[src/csa_pkg.sv]
// constants, types and opcode set of the call stack, skip and alu core
package csa_pkg;

    localparam int DATA_W = 8;
    localparam int PC_W = 12;
    localparam int PAGE_W = 3;
    localparam int STACK_DEPTH = 8;

    // ---------------------------------------------------------------
    // file register map
    // ---------------------------------------------------------------
    localparam logic [7:0] INDIRECT_OPERAND_ADDR = 8'h00;
    localparam logic [7:0] PROGRAM_COUNTER_LOW_ADDR = 8'h02;
    localparam logic [7:0] CPU_FLAGS_ADDR = 8'h03;
    localparam logic [7:0] FILE_SELECT_POINTER_ADDR = 8'h04;

    // ---------------------------------------------------------------
    // cpu_flags fields
    // ---------------------------------------------------------------
    localparam int CARRY_BIT = 0;
    localparam int DIGIT_CARRY_BIT = 1;
    localparam int ZERO_BIT = 2;
    localparam int POWER_DOWN_BIT = 3;
    localparam int WATCHDOG_TIMEOUT_BIT = 4;
    localparam int PAGE_LSB = 5;
    localparam int PAGE_MSB = 7;
    localparam int BANK_LSB = 5;

    // ---------------------------------------------------------------
    // reset values
    // ---------------------------------------------------------------
    localparam logic [PC_W-1:0] PC_RESET = 12'h000;
    localparam logic [7:0] W_RESET = 8'h00;
    localparam logic [7:0] FILE_SELECT_POINTER_RESET = 8'h00;
    localparam logic [7:0] OPTION_RESET = 8'hFF;
    localparam logic [PAGE_W-1:0] PAGE_RESET = 3'h0;

    typedef enum logic [4:0] {
        OP_NOP = 5'h00,
        OP_CALL = 5'h01,
        OP_JMP = 5'h02,
        OP_RET = 5'h03,
        OP_RETURN_RESTORE_PAGE = 5'h04,
        OP_PAGE = 5'h05,
        OP_BANK = 5'h06,
        OP_MOV_LIT_W = 5'h07,
        OP_LOAD_OPTION = 5'h08,
        OP_MOV_W_FILE = 5'h09,
        OP_MOV_FILE_W = 5'h0A,
        OP_AND = 5'h0B,
        OP_OR = 5'h0C,
        OP_XOR = 5'h0D,
        OP_ROT_LEFT = 5'h0E,
        OP_ROT_RIGHT = 5'h0F,
        OP_NOT_FILE = 5'h10,
        OP_NOT_W = 5'h11,
        OP_SWAP_TO_W = 5'h12,
        OP_DECREMENT_SKIP_ZERO = 5'h13,
        OP_INCREMENT_SKIP_ZERO = 5'h14,
        OP_SKIP_IF_BIT_CLEAR = 5'h15,
        OP_SKIP_IF_BIT_SET = 5'h16
    } csa_op_t;

endpackage : csa_pkg

[src/csa_alu.sv]
// logic, rotate, complement, swap and count datapath
`timescale 1ns/1ns
`default_nettype none
module csa_alu (
    input wire csa_pkg::csa_op_t op,
    input wire logic [csa_pkg::DATA_W-1:0] operand,
    input wire logic [csa_pkg::DATA_W-1:0] w,
    input wire logic carry_in,
    output logic [csa_pkg::DATA_W-1:0] result,
    output logic carry_out,
    output logic zero
);
    import csa_pkg::*;

    always_comb begin
        result = operand;
        carry_out = carry_in;
        unique case (op)
            OP_AND: result = w & operand;
            OP_OR: result = w | operand;
            OP_XOR: result = w ^ operand;
            OP_ROT_LEFT: begin
                result = {operand[6:0], carry_in};
                carry_out = operand[7];
            end
            OP_ROT_RIGHT: begin
                result = {carry_in, operand[7:1]};
                carry_out = operand[0];
            end
            OP_NOT_FILE: result = ~operand;
            OP_NOT_W: result = ~w;
            OP_SWAP_TO_W: result = {operand[3:0], operand[7:4]};
            OP_DECREMENT_SKIP_ZERO: result = operand - 8'h01;
            OP_INCREMENT_SKIP_ZERO: result = operand + 8'h01;
            OP_MOV_W_FILE: result = w;
            default: result = operand;
        endcase
        zero = (result == 8'h00);
    end

endmodule : csa_alu
`default_nettype wire

[src/csa_core.sv]
// core control: program counter, flags, file space, skip sequencing
`timescale 1ns/1ns
`default_nettype none
module csa_core (
    input wire logic CLK_SYS,
    input wire logic RST,
    input wire logic INSTR_VALID,
    input wire csa_pkg::csa_op_t INSTR_OP,
    input wire logic [7:0] INSTR_FILE,
    input wire logic [2:0] INSTR_BIT,
    input wire logic [8:0] INSTR_LIT,
    input wire logic INSTR_TO_W,
    input wire logic POWER_DOWN_FLAG,
    input wire logic WATCHDOG_TIMEOUT_FLAG,
    output logic [csa_pkg::PC_W-1:0] FETCH_ADDR,
    output logic [csa_pkg::DATA_W-1:0] W_REG,
    output logic [csa_pkg::DATA_W-1:0] CPU_FLAGS,
    output logic [csa_pkg::DATA_W-1:0] FILE_SELECT_POINTER,
    output logic [csa_pkg::DATA_W-1:0] OPTION_REG,
    output logic SKIP_ACTIVE
);
    import csa_pkg::*;

    // ---------------------------------------------------------------
    // state
    // ---------------------------------------------------------------
    typedef struct packed {
        logic [PC_W-1:0] pc;
        logic [DATA_W-1:0] w;
        logic [DATA_W-1:0] sel_ptr;
        logic [DATA_W-1:0] option;
        logic [PAGE_W-1:0] page;
        logic c;
        logic dig_c;
        logic z;
        logic pwr_dn;
        logic wd_timeout;
        logic skip;
    } csa_core_t;

    csa_core_t q, d;

    logic [DATA_W-1:0] ram_q [0:255];
    logic ram_we;
    logic [7:0] eff_addr;
    logic [DATA_W-1:0] operand;
    logic [DATA_W-1:0] flags_view;
    logic [DATA_W-1:0] alu_res;
    logic alu_c;
    logic alu_z;
    logic push;
    logic pop;
    logic wr_file;
    logic exec;
    logic [PC_W-1:0] pc_inc;
    logic [PC_W-1:0] stack_top;

    // ---------------------------------------------------------------
    // file space decode
    // ---------------------------------------------------------------
    assign exec = INSTR_VALID && !q.skip;
    assign pc_inc = q.pc + 12'h001;
    assign flags_view = {q.page, q.wd_timeout, q.pwr_dn, q.z, q.dig_c, q.c};

    always_comb begin
        // address 00h goes through the pointer
        eff_addr = (INSTR_FILE == INDIRECT_OPERAND_ADDR) ? q.sel_ptr : INSTR_FILE;
        unique case (eff_addr)
            INDIRECT_OPERAND_ADDR: operand = 8'h00;
            PROGRAM_COUNTER_LOW_ADDR: operand = q.pc[7:0];
            CPU_FLAGS_ADDR: operand = flags_view;
            FILE_SELECT_POINTER_ADDR: operand = q.sel_ptr;
            default: operand = ram_q[eff_addr];
        endcase
    end

    csa_alu u_alu (
        .op(INSTR_OP),
        .operand(operand),
        .w(q.w),
        .carry_in(q.c),
        .result(alu_res),
        .carry_out(alu_c),
        .zero(alu_z)
    );

    csa_return_stack u_stack (
        .clk(CLK_SYS),
        .rst(RST),
        .push(push),
        .pop(pop),
        .push_addr(pc_inc),
        .top(stack_top)
    );

    // ---------------------------------------------------------------
    // next state
    // ---------------------------------------------------------------
    always_comb begin
        d = q;
        push = 1'b0;
        pop = 1'b0;
        wr_file = 1'b0;
        ram_we = 1'b0;
        d.pwr_dn = POWER_DOWN_FLAG;
        d.wd_timeout = WATCHDOG_TIMEOUT_FLAG;
        if (INSTR_VALID && q.skip) begin
            // annulled slot; prefixes keep the skip alive
            d.pc = pc_inc;
            d.skip = (INSTR_OP == OP_PAGE) || (INSTR_OP == OP_BANK);
        end else if (exec) begin
            d.pc = pc_inc;
            unique case (INSTR_OP)
                OP_NOP: ;
                OP_CALL: begin
                    push = 1'b1;
                    d.pc = {q.page, 1'b0, INSTR_LIT[7:0]};
                end
                OP_JMP: d.pc = {q.page, INSTR_LIT};
                OP_RET: begin
                    pop = 1'b1;
                    d.pc = stack_top;
                end
                OP_RETURN_RESTORE_PAGE: begin
                    pop = 1'b1;
                    d.pc = stack_top;
                    d.page = stack_top[PC_W-1:PC_W-PAGE_W];
                end
                OP_PAGE: d.page = INSTR_LIT[PAGE_W-1:0];
                OP_BANK: d.sel_ptr[7:BANK_LSB] = INSTR_LIT[PAGE_W-1:0];
                OP_MOV_LIT_W: d.w = INSTR_LIT[7:0];
                OP_LOAD_OPTION: d.option = q.w;
                OP_MOV_W_FILE: wr_file = 1'b1;
                OP_MOV_FILE_W: begin
                    d.w = operand;
                    d.z = alu_z;
                end
                OP_AND, OP_OR, OP_XOR, OP_NOT_FILE: begin
                    d.z = alu_z;
                    if (INSTR_TO_W) begin
                        d.w = alu_res;
                    end else begin
                        wr_file = 1'b1;
                    end
                end
                OP_ROT_LEFT, OP_ROT_RIGHT: begin
                    d.c = alu_c;
                    if (INSTR_TO_W) begin
                        d.w = alu_res;
                    end else begin
                        wr_file = 1'b1;
                    end
                end
                OP_NOT_W: begin
                    d.w = alu_res;
                    d.z = alu_z;
                end
                OP_SWAP_TO_W: d.w = alu_res;
                OP_DECREMENT_SKIP_ZERO, OP_INCREMENT_SKIP_ZERO: begin
                    wr_file = 1'b1;
                    d.skip = alu_z;
                end
                OP_SKIP_IF_BIT_CLEAR: d.skip = !operand[INSTR_BIT];
                OP_SKIP_IF_BIT_SET: d.skip = operand[INSTR_BIT];
                default: ;
            endcase
            if (wr_file) begin
                unique case (eff_addr)
                    INDIRECT_OPERAND_ADDR: ;
                    PROGRAM_COUNTER_LOW_ADDR: d.pc[7:0] = alu_res;
                    CPU_FLAGS_ADDR: begin
                        // power down and timeout bits are read only
                        d.c = alu_res[CARRY_BIT];
                        d.dig_c = alu_res[DIGIT_CARRY_BIT];
                        d.z = alu_res[ZERO_BIT];
                        d.page = alu_res[PAGE_MSB:PAGE_LSB];
                    end
                    FILE_SELECT_POINTER_ADDR: d.sel_ptr = alu_res;
                    default: ram_we = 1'b1;
                endcase
            end
        end
    end

    // ---------------------------------------------------------------
    // registers
    // ---------------------------------------------------------------
    always_ff @(posedge CLK_SYS or posedge RST) begin
        if (RST) begin
            q <= '{pc: PC_RESET, w: W_RESET, sel_ptr: FILE_SELECT_POINTER_RESET,
                   option: OPTION_RESET, page: PAGE_RESET, c: 1'b0, dig_c: 1'b0,
                   z: 1'b0, pwr_dn: 1'b0, wd_timeout: 1'b0, skip: 1'b0};
        end else begin
            q <= d;
        end
    end

    always_ff @(posedge CLK_SYS) begin
        if (ram_we) begin
            ram_q[eff_addr] <= alu_res;
        end
    end

    assign FETCH_ADDR = q.pc;
    assign W_REG = q.w;
    assign CPU_FLAGS = flags_view;
    assign FILE_SELECT_POINTER = q.sel_ptr;
    assign OPTION_REG = q.option;
    assign SKIP_ACTIVE = q.skip;

    // ---------------------------------------------------------------
    // checks
    // ---------------------------------------------------------------
    property p_ret_pc;
        @(posedge CLK_SYS) disable iff (RST)
            (exec && (INSTR_OP == OP_RET)) |=> q.pc == $past(stack_top);
    endproperty
    a_ret_pc: assert property (p_ret_pc) else $error("return pc not stack top");

    property p_call_ret;
        @(posedge CLK_SYS) disable iff (RST)
            (exec && (INSTR_OP == OP_CALL)) ##1 (exec && (INSTR_OP == OP_RET))
            |=> q.pc == ($past(q.pc, 2) + 12'h001);
    endproperty
    a_call_ret: assert property (p_call_ret) else $error("call then return wrong");

    property p_skip_set;
        @(posedge CLK_SYS) disable iff (RST)
            (exec && (INSTR_OP == OP_SKIP_IF_BIT_SET) && operand[INSTR_BIT]) |=> q.skip;
    endproperty
    a_skip_set: assert property (p_skip_set) else $error("bit set skip missed");

    property p_prefix_chain;
        @(posedge CLK_SYS) disable iff (RST)
            (INSTR_VALID && q.skip && ((INSTR_OP == OP_PAGE) || (INSTR_OP == OP_BANK)))
            |=> q.skip && (q.page == $past(q.page)) && (q.sel_ptr == $past(q.sel_ptr));
    endproperty
    a_prefix_chain: assert property (p_prefix_chain) else $error("prefix not skipped");

    property p_skip_end;
        @(posedge CLK_SYS) disable iff (RST)
            (INSTR_VALID && q.skip && (INSTR_OP != OP_PAGE) && (INSTR_OP != OP_BANK))
            |=> !q.skip && (q.w == $past(q.w));
    endproperty
    a_skip_end: assert property (p_skip_end) else $error("skip did not end");

    property p_rotate_carry;
        @(posedge CLK_SYS) disable iff (RST)
            (exec && (INSTR_OP == OP_ROT_LEFT) && INSTR_TO_W) |=> q.c == $past(operand[7]);
    endproperty
    a_rotate_carry: assert property (p_rotate_carry) else $error("rotate carry wrong");

    property p_flags_view;
        @(posedge CLK_SYS) disable iff (RST)
            1'b1 |=> CPU_FLAGS[POWER_DOWN_BIT] == $past(POWER_DOWN_FLAG)
                && CPU_FLAGS[WATCHDOG_TIMEOUT_BIT] == $past(WATCHDOG_TIMEOUT_FLAG);
    endproperty
    a_flags_view: assert property (p_flags_view) else $error("status flags misplaced");

    property p_call_pc;
        @(posedge CLK_SYS) disable iff (RST)
            (exec && (INSTR_OP == OP_CALL))
            |=> q.pc == {$past(q.page), 1'b0, $past(INSTR_LIT[7:0])};
    endproperty
    a_call_pc: assert property (p_call_pc) else $error("call target wrong");

    property p_page_cmd;
        @(posedge CLK_SYS) disable iff (RST)
            (exec && (INSTR_OP == OP_PAGE)) |=> q.page == $past(INSTR_LIT[PAGE_W-1:0]);
    endproperty
    a_page_cmd: assert property (p_page_cmd) else $error("page select not loaded");

    property p_return_restore_page_page;
        @(posedge CLK_SYS) disable iff (RST)
            (exec && (INSTR_OP == OP_RETURN_RESTORE_PAGE))
            |=> q.page == $past(stack_top[PC_W-1:PC_W-PAGE_W]);
    endproperty
    a_return_restore_page_page: assert property (p_return_restore_page_page) else $error("page not restored");

    property p_skip_clear;
        @(posedge CLK_SYS) disable iff (RST)
            (exec && (INSTR_OP == OP_SKIP_IF_BIT_CLEAR) && !operand[INSTR_BIT]) |=> q.skip;
    endproperty
    a_skip_clear: assert property (p_skip_clear) else $error("bit clear skip missed");

    property p_annul_pc;
        @(posedge CLK_SYS) disable iff (RST)
            (INSTR_VALID && q.skip) |=> q.pc == ($past(q.pc) + 12'h001);
    endproperty
    a_annul_pc: assert property (p_annul_pc) else $error("annulled slot pc wrong");

    property p_option_hold;
        @(posedge CLK_SYS) disable iff (RST)
            !(exec && (INSTR_OP == OP_LOAD_OPTION)) |=> q.option == $past(q.option);
    endproperty
    a_option_hold: assert property (p_option_hold) else $error("option changed");

    property p_fsp_write;
        @(posedge CLK_SYS) disable iff (RST)
            (wr_file && (eff_addr == FILE_SELECT_POINTER_ADDR)) |=> q.sel_ptr == $past(alu_res);
    endproperty
    a_fsp_write: assert property (p_fsp_write) else $error("pointer write lost");

    property p_swap;
        @(posedge CLK_SYS) disable iff (RST)
            (exec && (INSTR_OP == OP_SWAP_TO_W))
            |=> q.w == {$past(operand[3:0]), $past(operand[7:4])};
    endproperty
    a_swap: assert property (p_swap) else $error("nibble swap wrong");

endmodule : csa_core
`default_nettype wire

[src/csa_return_stack.sv]
// eight-level hardware return-address stack
`timescale 1ns/1ns
`default_nettype none
module csa_return_stack (
    input wire logic clk,
    input wire logic rst,
    input wire logic push,
    input wire logic pop,
    input wire logic [csa_pkg::PC_W-1:0] push_addr,
    output logic [csa_pkg::PC_W-1:0] top
);
    import csa_pkg::*;

    typedef struct packed {
        logic [STACK_DEPTH-1:0][PC_W-1:0] lvl;
    } csa_stack_t;

    csa_stack_t q, d;

    always_comb begin
        d = q;
        if (push) begin
            // deepest entry falls off the end
            for (int i = STACK_DEPTH - 1; i > 0; i--) begin
                d.lvl[i] = q.lvl[i-1];
            end
            d.lvl[0] = push_addr;
        end else if (pop) begin
            for (int i = 0; i < STACK_DEPTH - 1; i++) begin
                d.lvl[i] = q.lvl[i+1];
            end
        end
    end

    always_ff @(posedge clk or posedge rst) begin
        if (rst) begin
            q <= '0;
        end else begin
            q <= d;
        end
    end

    assign top = q.lvl[0];

    property p_push_top;
        @(posedge clk) disable iff (rst) push |=> top == $past(push_addr);
    endproperty
    a_push_top: assert property (p_push_top) else $error("push lost address");

    property p_push_deep;
        @(posedge clk) disable iff (rst) push |=> q.lvl[7] == $past(q.lvl[6]);
    endproperty
    a_push_deep: assert property (p_push_deep) else $error("level 8 not from 7");

    property p_pop_keep;
        @(posedge clk) disable iff (rst)
            (pop && !push) |=> (q.lvl[7] == $past(q.lvl[7])) && (q.lvl[6] == $past(q.lvl[7]));
    endproperty
    a_pop_keep: assert property (p_pop_keep) else $error("pop deep level wrong");

endmodule : csa_return_stack
`default_nettype wire
[config.mk]
export PLATFORM = sky130hd
export DESIGN_NAME = csa_core
export DESIGN_NICKNAME = d
export VERILOG_FILES = /design/src/csa_pkg.sv /design/src/csa_alu.sv /design/src/csa_core.sv /design/src/csa_return_stack.sv
export SDC_FILE = /design/constraint.sdc
export NUM_CORES = 2
export LEC_CHECK = 0
export ABC_AREA = 1
export BUFFER_PORTS_ARGS = -buffer_cell sky130_fd_sc_hd__buf_2
export CAP_MARGIN = 20
export CORE_MARGIN = 2
export CORE_UTILIZATION = 50
export CTS_CLUSTER_DIAMETER = 40
export DETAILED_ROUTE_END_ITERATION = 8
export PLACE_DENSITY = 0.65
export SETUP_SLACK_MARGIN = 0.1
export SLEW_MARGIN = 40
export SYNTH_ARGS = -nofsm -noshare
export SYNTH_HDL_FRONTEND = slang
export SYNTH_SLANG_ARGS = --single-unit
[constraint.sdc]
create_clock -name CLK_SYS -period 8.7 [get_ports CLK_SYS]
set_input_delay 2.61 -clock CLK_SYS [delete_from_list [all_inputs] [get_ports CLK_SYS]]
set_output_delay 2.61 -clock CLK_SYS [all_outputs]
set_load 0.01 [all_outputs]
---- Yosys cells after proc, flatten, opt, wreduce, memory -nomap -nowiden ----
Memories as Yosys holds them, arrays and structs flattened.
Cells that the tools add are included.
operators by class
  add/sub/neg operators ................... 3
  $lt $le $gt $ge ......................... 1
  eq/ne operators ......................... 26
  muxes and demuxes ....................... 43
  bitwise logic cells ..................... 6
  reduce and logical (&&, ||, !) cells .... 26
operators with widths
  cell                                                                    number
  84-bit 2-to-1 mux                                                       2
  8-bit case mux with 11 select lines                                     1
  8-bit case mux with 4 select lines                                      2
  8-bit 2-to-1 mux                                                        7
  42-bit 2-to-1 mux                                                       1
  5-bit by 4-bit equality test with 1-bit output (second input constant)  8
  12-bit case mux with 3 select lines                                     1
  5-bit equality test (second input constant)                             7
  8-bit zero test                                                         3
  5-bit by 3-bit equality test with 1-bit output (second input constant)  4
  1-bit 2-to-1 mux                                                        20
  8-bit by 2-bit equality test with 1-bit output (second input constant)  2
  8-bit NOT                                                               2
  12-bit by 1-bit adder with 12-bit output (second input constant)        1
  12-bit 2-to-1 mux                                                       1
  6-bit 2-to-1 mux                                                        2
  4-bit AND reduction                                                     3
  6-bit OR reduction                                                      2
  5-bit by 2-bit equality test with 1-bit output (second input constant)  2
  8-bit by 1-bit adder with 8-bit output (second input constant)          1
  8-bit AND                                                               1
  8-bit by 3-bit equality test with 1-bit output (second input constant)  1
  8-bit OR                                                                1
  4-bit nonzero test                                                      2
  20 further kinds                                                        28
storage, ports and cells
  register bits after elaboration ......... 141
  RAM bits ................................ 2048
  bits of input ports ..................... 31
  output and inout port bits .............. 45
  logic and storage cells ................. 126
  memories ................................ 1
memories
  memory  words  width  read ports  clocked after Yosys merged registers in  write ports  line            text
  ram_q   256    8      1           0                                        1            csa_core.sv:43  logic [DATA_W-1:0] ram_q [0:255];

---- Longest topological paths before layout ----
  depth in word-level cells ............... 12
  gate-level depth with buffers ........... 45
  gate-level depth less buffers ........... 42

---- By module ----
From an unflattened synthesis, not the netlist that was laid out.
unflattened totals
  cell total of the unflattened synthesis .. 9746
  area, all modules ....................... 96221.0 um^2
by module, submodules not included
  module            instances  cells an instance  area an instance (um^2)  sequential area each (um^2)
  csa_core          1          8843               90092.7                  62635.1
  csa_return_stack  1          603                4588.2                   2402.3
  csa_alu           1          300                1540.2                   0.0

---- Least setup slack after synthesis ----
OpenSTA, ideal clock, no wires.
  path kind ............................... input-to-reg
  start point ............................. input port INSTR_FILE[2]
  end point ............................... memory ram_q[0][6] (data pin)
  setup time .............................. 1544 ps
  arrival time ............................ 9047 ps
  required time ........................... 7156 ps
  path slack .............................. -1890 ps
  stages on the path ...................... 32
  buffers on the path ..................... 2
  path through ............................ nor2_1 > nand2_4 > nor2_8 > a21oi_4 > inv_2 > buf_2 > clkbuf_1 > a21oi_1 > o21ai_0 > nand2_1 > nor2_1 > nor2_1 > nor2_1 > nand2_1 > a21oi_1 > nand2_1 > nand2_2 > inv_2 > fa_1 > nand2_1 > nand2_1 > a21oi_1 > inv_1 > nand2_1 > inv_1 > nor2_1 > nor2_1 > nor3_1 > nand3b_1 > o2111ai_1 > a21oi_1 > nand3_1
between the ends
  word-level cells in the longest chain between the ends .. 6
  elaborated cells between the ends (all ways) .. 15
  classes of those cells .................. add/sub: 2; eq/ne: 3; mux: 3; bitwise: 4; reduce/logical: 2; memory: 1
ends and longest elaborated chain
  item                                                                  line            text
  from (decl)                                                           csa_core.sv:9   input wire logic [7:0] INSTR_FILE,
  8-bit zero test                                                       csa_core.sv:67  eff_addr = (INSTR_FILE == INDIRECT_OPERAND_ADDR) ? q.sel_ptr : INSTR_FILE;
  8-bit 2-to-1 mux *                                                    csa_core.sv:67
  memory read 256 x 8 bit, or another cell as far along                 --
  8-bit case mux with 4 select lines *                                  csa_core.sv:68  unique case (eff_addr)
  8-bit by 1-bit adder with 8-bit output, or another cell as far along  csa_alu.sv:34   OP_INCREMENT_SKIP_ZERO: result = operand + 8'h01;
  8-bit case mux with 11 select lines *                                 csa_alu.sv:18   unique case (op)
  net alu_res[6]                                                        csa_core.sv:48  logic [DATA_W-1:0] alu_res;
  to (decl)                                                             csa_core.sv:43
Mark *: on every way through the listed nets, which the timed path passes. The rest lies on a longest branch.

---- Worst setup path in the final report ----
  start point ............................. input port INSTR_FILE[3]
  end point ............................... memory ram_q[75][6] (data pin)
The elaborated chain is that of the path after synthesis.

==> Flow_metrics.wiki <==
{| class="wikitable"
! Metric !! Value
|-
| Result of the run || complete, no violations
|-
| Initial core utilization || slightly above 50%
|-
| Clock tree skew after final layout || around 0.075 ns
|-
| Sequential cell fraction of total power || a little over two fifths
|-
| Most common cell after layout, fill and taps aside || sky130_fd_sc_hd__nand2_1
|-
| HP Start || u_stack.q[88]$_DFFE_PP0P_
|-
| Count of standard-cell rows || approximately 160
|-
| Net switching share of the total power || between 20% and 30%
|-
| Worst-path clk slew || roughly 0.050 ns
|-
| Kind of capture point of the worst setup path || flip-flop
|-
| Final wirelength || approximately 290000 um
|-
| Final Hold Vio Count || 0
|-
| Netlist area before placement || 0.09669 mm2
|-
| Top_reg_cell synth || sky130_fd_sc_hd__edfxtp_1
|-
| CTS tree || yes
|-
| Count of mapped cells out of synthesis || approximately 9800
|-
| Layout Utilization || between 50% and 60%
|-
| Worst hold slack || approximately 0.47 ns
|-
| Remaining antenna violation count after routing || 0
|-
| Top-Level Pins || 76
|-
| Maximum vdd ir drop || about 180 uV
|-
| Total congestion overflow || 0
|-
| Core Area || 0.1924 mm2
|-
| Global-route total usage across every layer || 29.23%
|-
| Number of max-slew violations in the final report || 0
|-
| Layout area overhead || 18.08%
|-
| Depth of the worst register-to-register path || 30
|-
| Critical Path AT || between 8 and 9 ns
|-
| Number of distinct library cell variants in the gate-level netlist after synthesis || 55
|-
| Crit Path Category || primary input to flip-flop
|-
| Via count of the first global-routing pass || between 60000 and 70000
|-
| Post-layout instance area || 0.1142 mm2
|-
| Placed cell areas || slightly above 0.1 mm2
|-
| Share of cells above drive strength 1 || between 10% and 20%
|-
| Number of warnings issued by yosys || 0
|-
| DIE AREA || between 0.15 and 0.2 mm2
|-
| Master cell of the clock root buffer || sky130_fd_sc_hd__clkbuf_16
|-
| Hold-fix buffer count after cts || 0
|-
| Clock buffer depth || 4
|-
| Later-pin clock latency in the skew report || around 0.96 ns
|-
| Post-CTS setup-driven buffer insertion count || 0
|-
| Cell leakage power || ~48 nW
|-
| Peak Freq || around 120 MHz
|-
| Worst min path class || flip-flop to flip-flop
|-
| Total chip power || about 0.030 W
|-
| Proportion of power drawn by the clock network || approximately 45%
|-
| Ratio of total power to cell area || 258.4 mW/mm2
|-
| CTS buffer count || roughly 330
|-
| Internal power || 0.02188 W
|-
| Final net count || 10233
|-
| Largest net degree at the start of global routing || around 160
|-
| Setup violation total in the final timing report || 0
|-
| Min-Delay Endpoint || u_stack.q[88]$_DFFE_PP0P_
|-
| Rel. slew slack || approximately 37%
|-
| Setup tns final || 0 ns
|-
| Count of cells along the worst hold path || 2
|-
| Placed wire-length estimate after detailed placement || roughly 180000 um
|-
| Power spent charging and discharging nets || ~0.0076 W
|-
| Cell repeated most along the worst path || sky130_fd_sc_hd__nand2_1
|-
| Proportion of synthesized flip-flops having asynchronous set or reset || about 6.4%
|-
| Number of remaining DRC errors || 0
|-
| Initial detailed-routing violation count || ~8200
|-
| Fraction of power consumed by combinational cells || 11.5%
|-
| Delay of the slowest cell on the worst path || 0.60 ns
|-
| Horiz. Die Dim || ~440 um
|-
| Proportion of synthesized chip area in sequential cells || roughly 67%
|-
| Gates resized, CTS repair || 0
|-
| Avg Synthesized Cell Area || 9.862 um2
|-
| Chip Height || ~440 um
|-
| Transition at the pin with the smallest max-transition slack || roughly 0.94 ns
|-
| Unrepaired setup endpoints after global routing || no
|-
| First-pass DRT Iterations || 6
|-
| Standard cell with the maximum stage delay on the critical path || sky130_fd_sc_hd__o21ai_1
|-
| Worst setup SP type || primary input
|-
| Max H-tree Level || 5
|-
| Routed via count divided by cell count || roughly 5.5
|-
| Final RePlAce weighted congestion || about 0.95
|-
| Critical-path maximum fanout || 45
|-
| Synth Register Bits || roughly 2200
|-
| Capturing point of the worst reg2reg path || ram_q[75][6]$_DFFE_PP_
|-
| Max cap viols || 0
|-
| Fin crit share || about 90%
|-
| Number of enable flip-flop cells after synthesis || a little over 2000
|-
| Count of vias placed by the detailed router || around 70000
|-
| Reg2Reg Launch Point || FILE_SELECT_POINTER[1]$_DFFE_PP0P_
|-
| Clock sinks || roughly 2200
|-
| Average wire length per cell after detail routing || 22.42 um
|-
| Port Buf Inserts || 75
|-
| Required time at the worst-slack endpoint || around 9.3 ns
|-
| Clock period minus worst slack || approximately 8.0 ns
|-
| Most frequent cells in the layout || 3944 x sky130_fd_sc_hd__nand2_1, 2048 x sky130_fd_sc_hd__edfxtp_1, 1076 x sky130_fd_sc_hd__inv_1
|-
| Number of antenna violations at the first check in global routing || 8
|-
| Global-route wire length before repair || around 430000 um
|-
| Minimum setup slack among reg-to-reg paths || ~2.4 ns
|}
-- layout make-up --
type | instances | area, um2
repair buffers | 464 | 4654
inverters | 1103 | 4175
flip-flops and latches | 2189 | 65040
fillers | 15692 | 78210
well taps | 2526 | 3161
clock inverters | 224 | 2499
diodes | 2 | 5.005
multi-input cells | 6088 | 26020
clock buffers | 368 | 8622
-- critical path, delay by kind of cell --
| family | cells | cell delay [ns] |
|---|---|---|
| and+or+nand+nor | 18 | 2.64 |
| AOI/OAI and AO/OA | 6 | 1.47 |
| adders and majority gates | 1 | 0.26 |
| buffers and inverters | 9 | 1.60 |
-- stage by stage --
| step | instances | worst slack (ns) |
|---|---|---|
| final | 12964 | 0.6572 |
| after detailed placement | 12370 | -0.2011 |
| after floorplan | 9835 | -1.406 |
| after CTS | 12962 | 0.7560 |
| after global placement | 12370 | -0.1499 |
| after global routing | 12963 | 0.4364 |
-- registers in the layout (all words and copies together) (netlist names) --
name / cells
SKIP_ACTIVE: 1
u_stack.top: 12
u_stack.q: 84
W_REG: 8
CPU_FLAGS: 8
OPTION_REG: 8
FETCH_ADDR: 12
ram_q: 2048
FILE_SELECT_POINTER: 8
-- cells in the mapped netlist (all sizes together), types with 3 or more instances --
library cell	instances	area, um2
a2111oi	4	35.03
a21oi	67	346.6
a221oi	16	140.1
a22oi	12	90.09
a31oi	3	18.77
buf	278	1578
clkbuf	177	664.4
clkinv	10	37.54
dfrtp	133	3328
dfstp	8	210.2
edfxtp	2048	61500
ha	23	287.8
inv	1093	4103
nand2	3962	14910
nand3	164	825.8
nand3b	79	593.1
nand4	9	56.30
nor2	878	3334
nor3	12	70.07
o2111ai	3	26.28
o211ai	61	457.9
o21ai	675	3382
o221ai	21	183.9
o22ai	16	100.1
o31ai	12	90.09
or2	17	106.4
xor2	5	43.79
-- power by group through the flow --
stage	Sequential, W	Clock [W]	Combinational [W]
2_1_floorplan	0.0131	0	0.00158
3_3_place_gp	0.0130	0	0.00327
3_5_place_dp	0.0130	0	0.00333
4_1_cts	0.0128	0.0135	0.00334
5_1_grt	0.0128	0.0139	0.00363
6_report	0.0128	0.0134	0.00338
-- worst max path at each step --
| stage | to | slack [ns] | start | depth (start not counted) |
|---|---|---|---|---|
| CTS | ram_q[75][6]$_DFFE_PP_ | 0.76 | INSTR_FILE[6] | 34 |
| finish | ram_q[75][6]$_DFFE_PP_ | 0.66 | INSTR_FILE[3] | 34 |
| detailed placement | ram_q[77][6]$_DFFE_PP_ | -0.20 | INSTR_FILE[6] | 34 |
| global placement | ram_q[73][6]$_DFFE_PP_ | -0.15 | INSTR_FILE[6] | 34 |
| global route | CPU_FLAGS[2]$_DFFE_PP0P_ | 0.44 | INSTR_FILE[4] | 38 |
| floorplan | ram_q[0][7]$_DFFE_PP_ | -1.41 | INSTR_FILE[6] | 30 |
-- kinds of logic after synthesis --
group | share of synthesized area [%]
XOR/XNOR | 0.05435
other | 0.003879
buffers and inverters | 6.601
AND/OR/NAND/NOR | 20.60
flip-flops | 67.27
AO/OA/AOI/OAI | 5.160
adder cells (fa/ha/maj) | 0.3184
-- routing by layer --
layer | share of wire, % | GRT usage (%) | vias to the layer above
met3 | 9.7 | 5.388 | 630
met1 | 40 | 40.13 | 33980
li1 | - | - | 32539
met5 | 0.021 | 0 | -
met4 | 4.4 | 13.19 | 8
met2 | 46 | 45.52 | 3499
No activity file was read; power rests on OpenSTA's default activity.
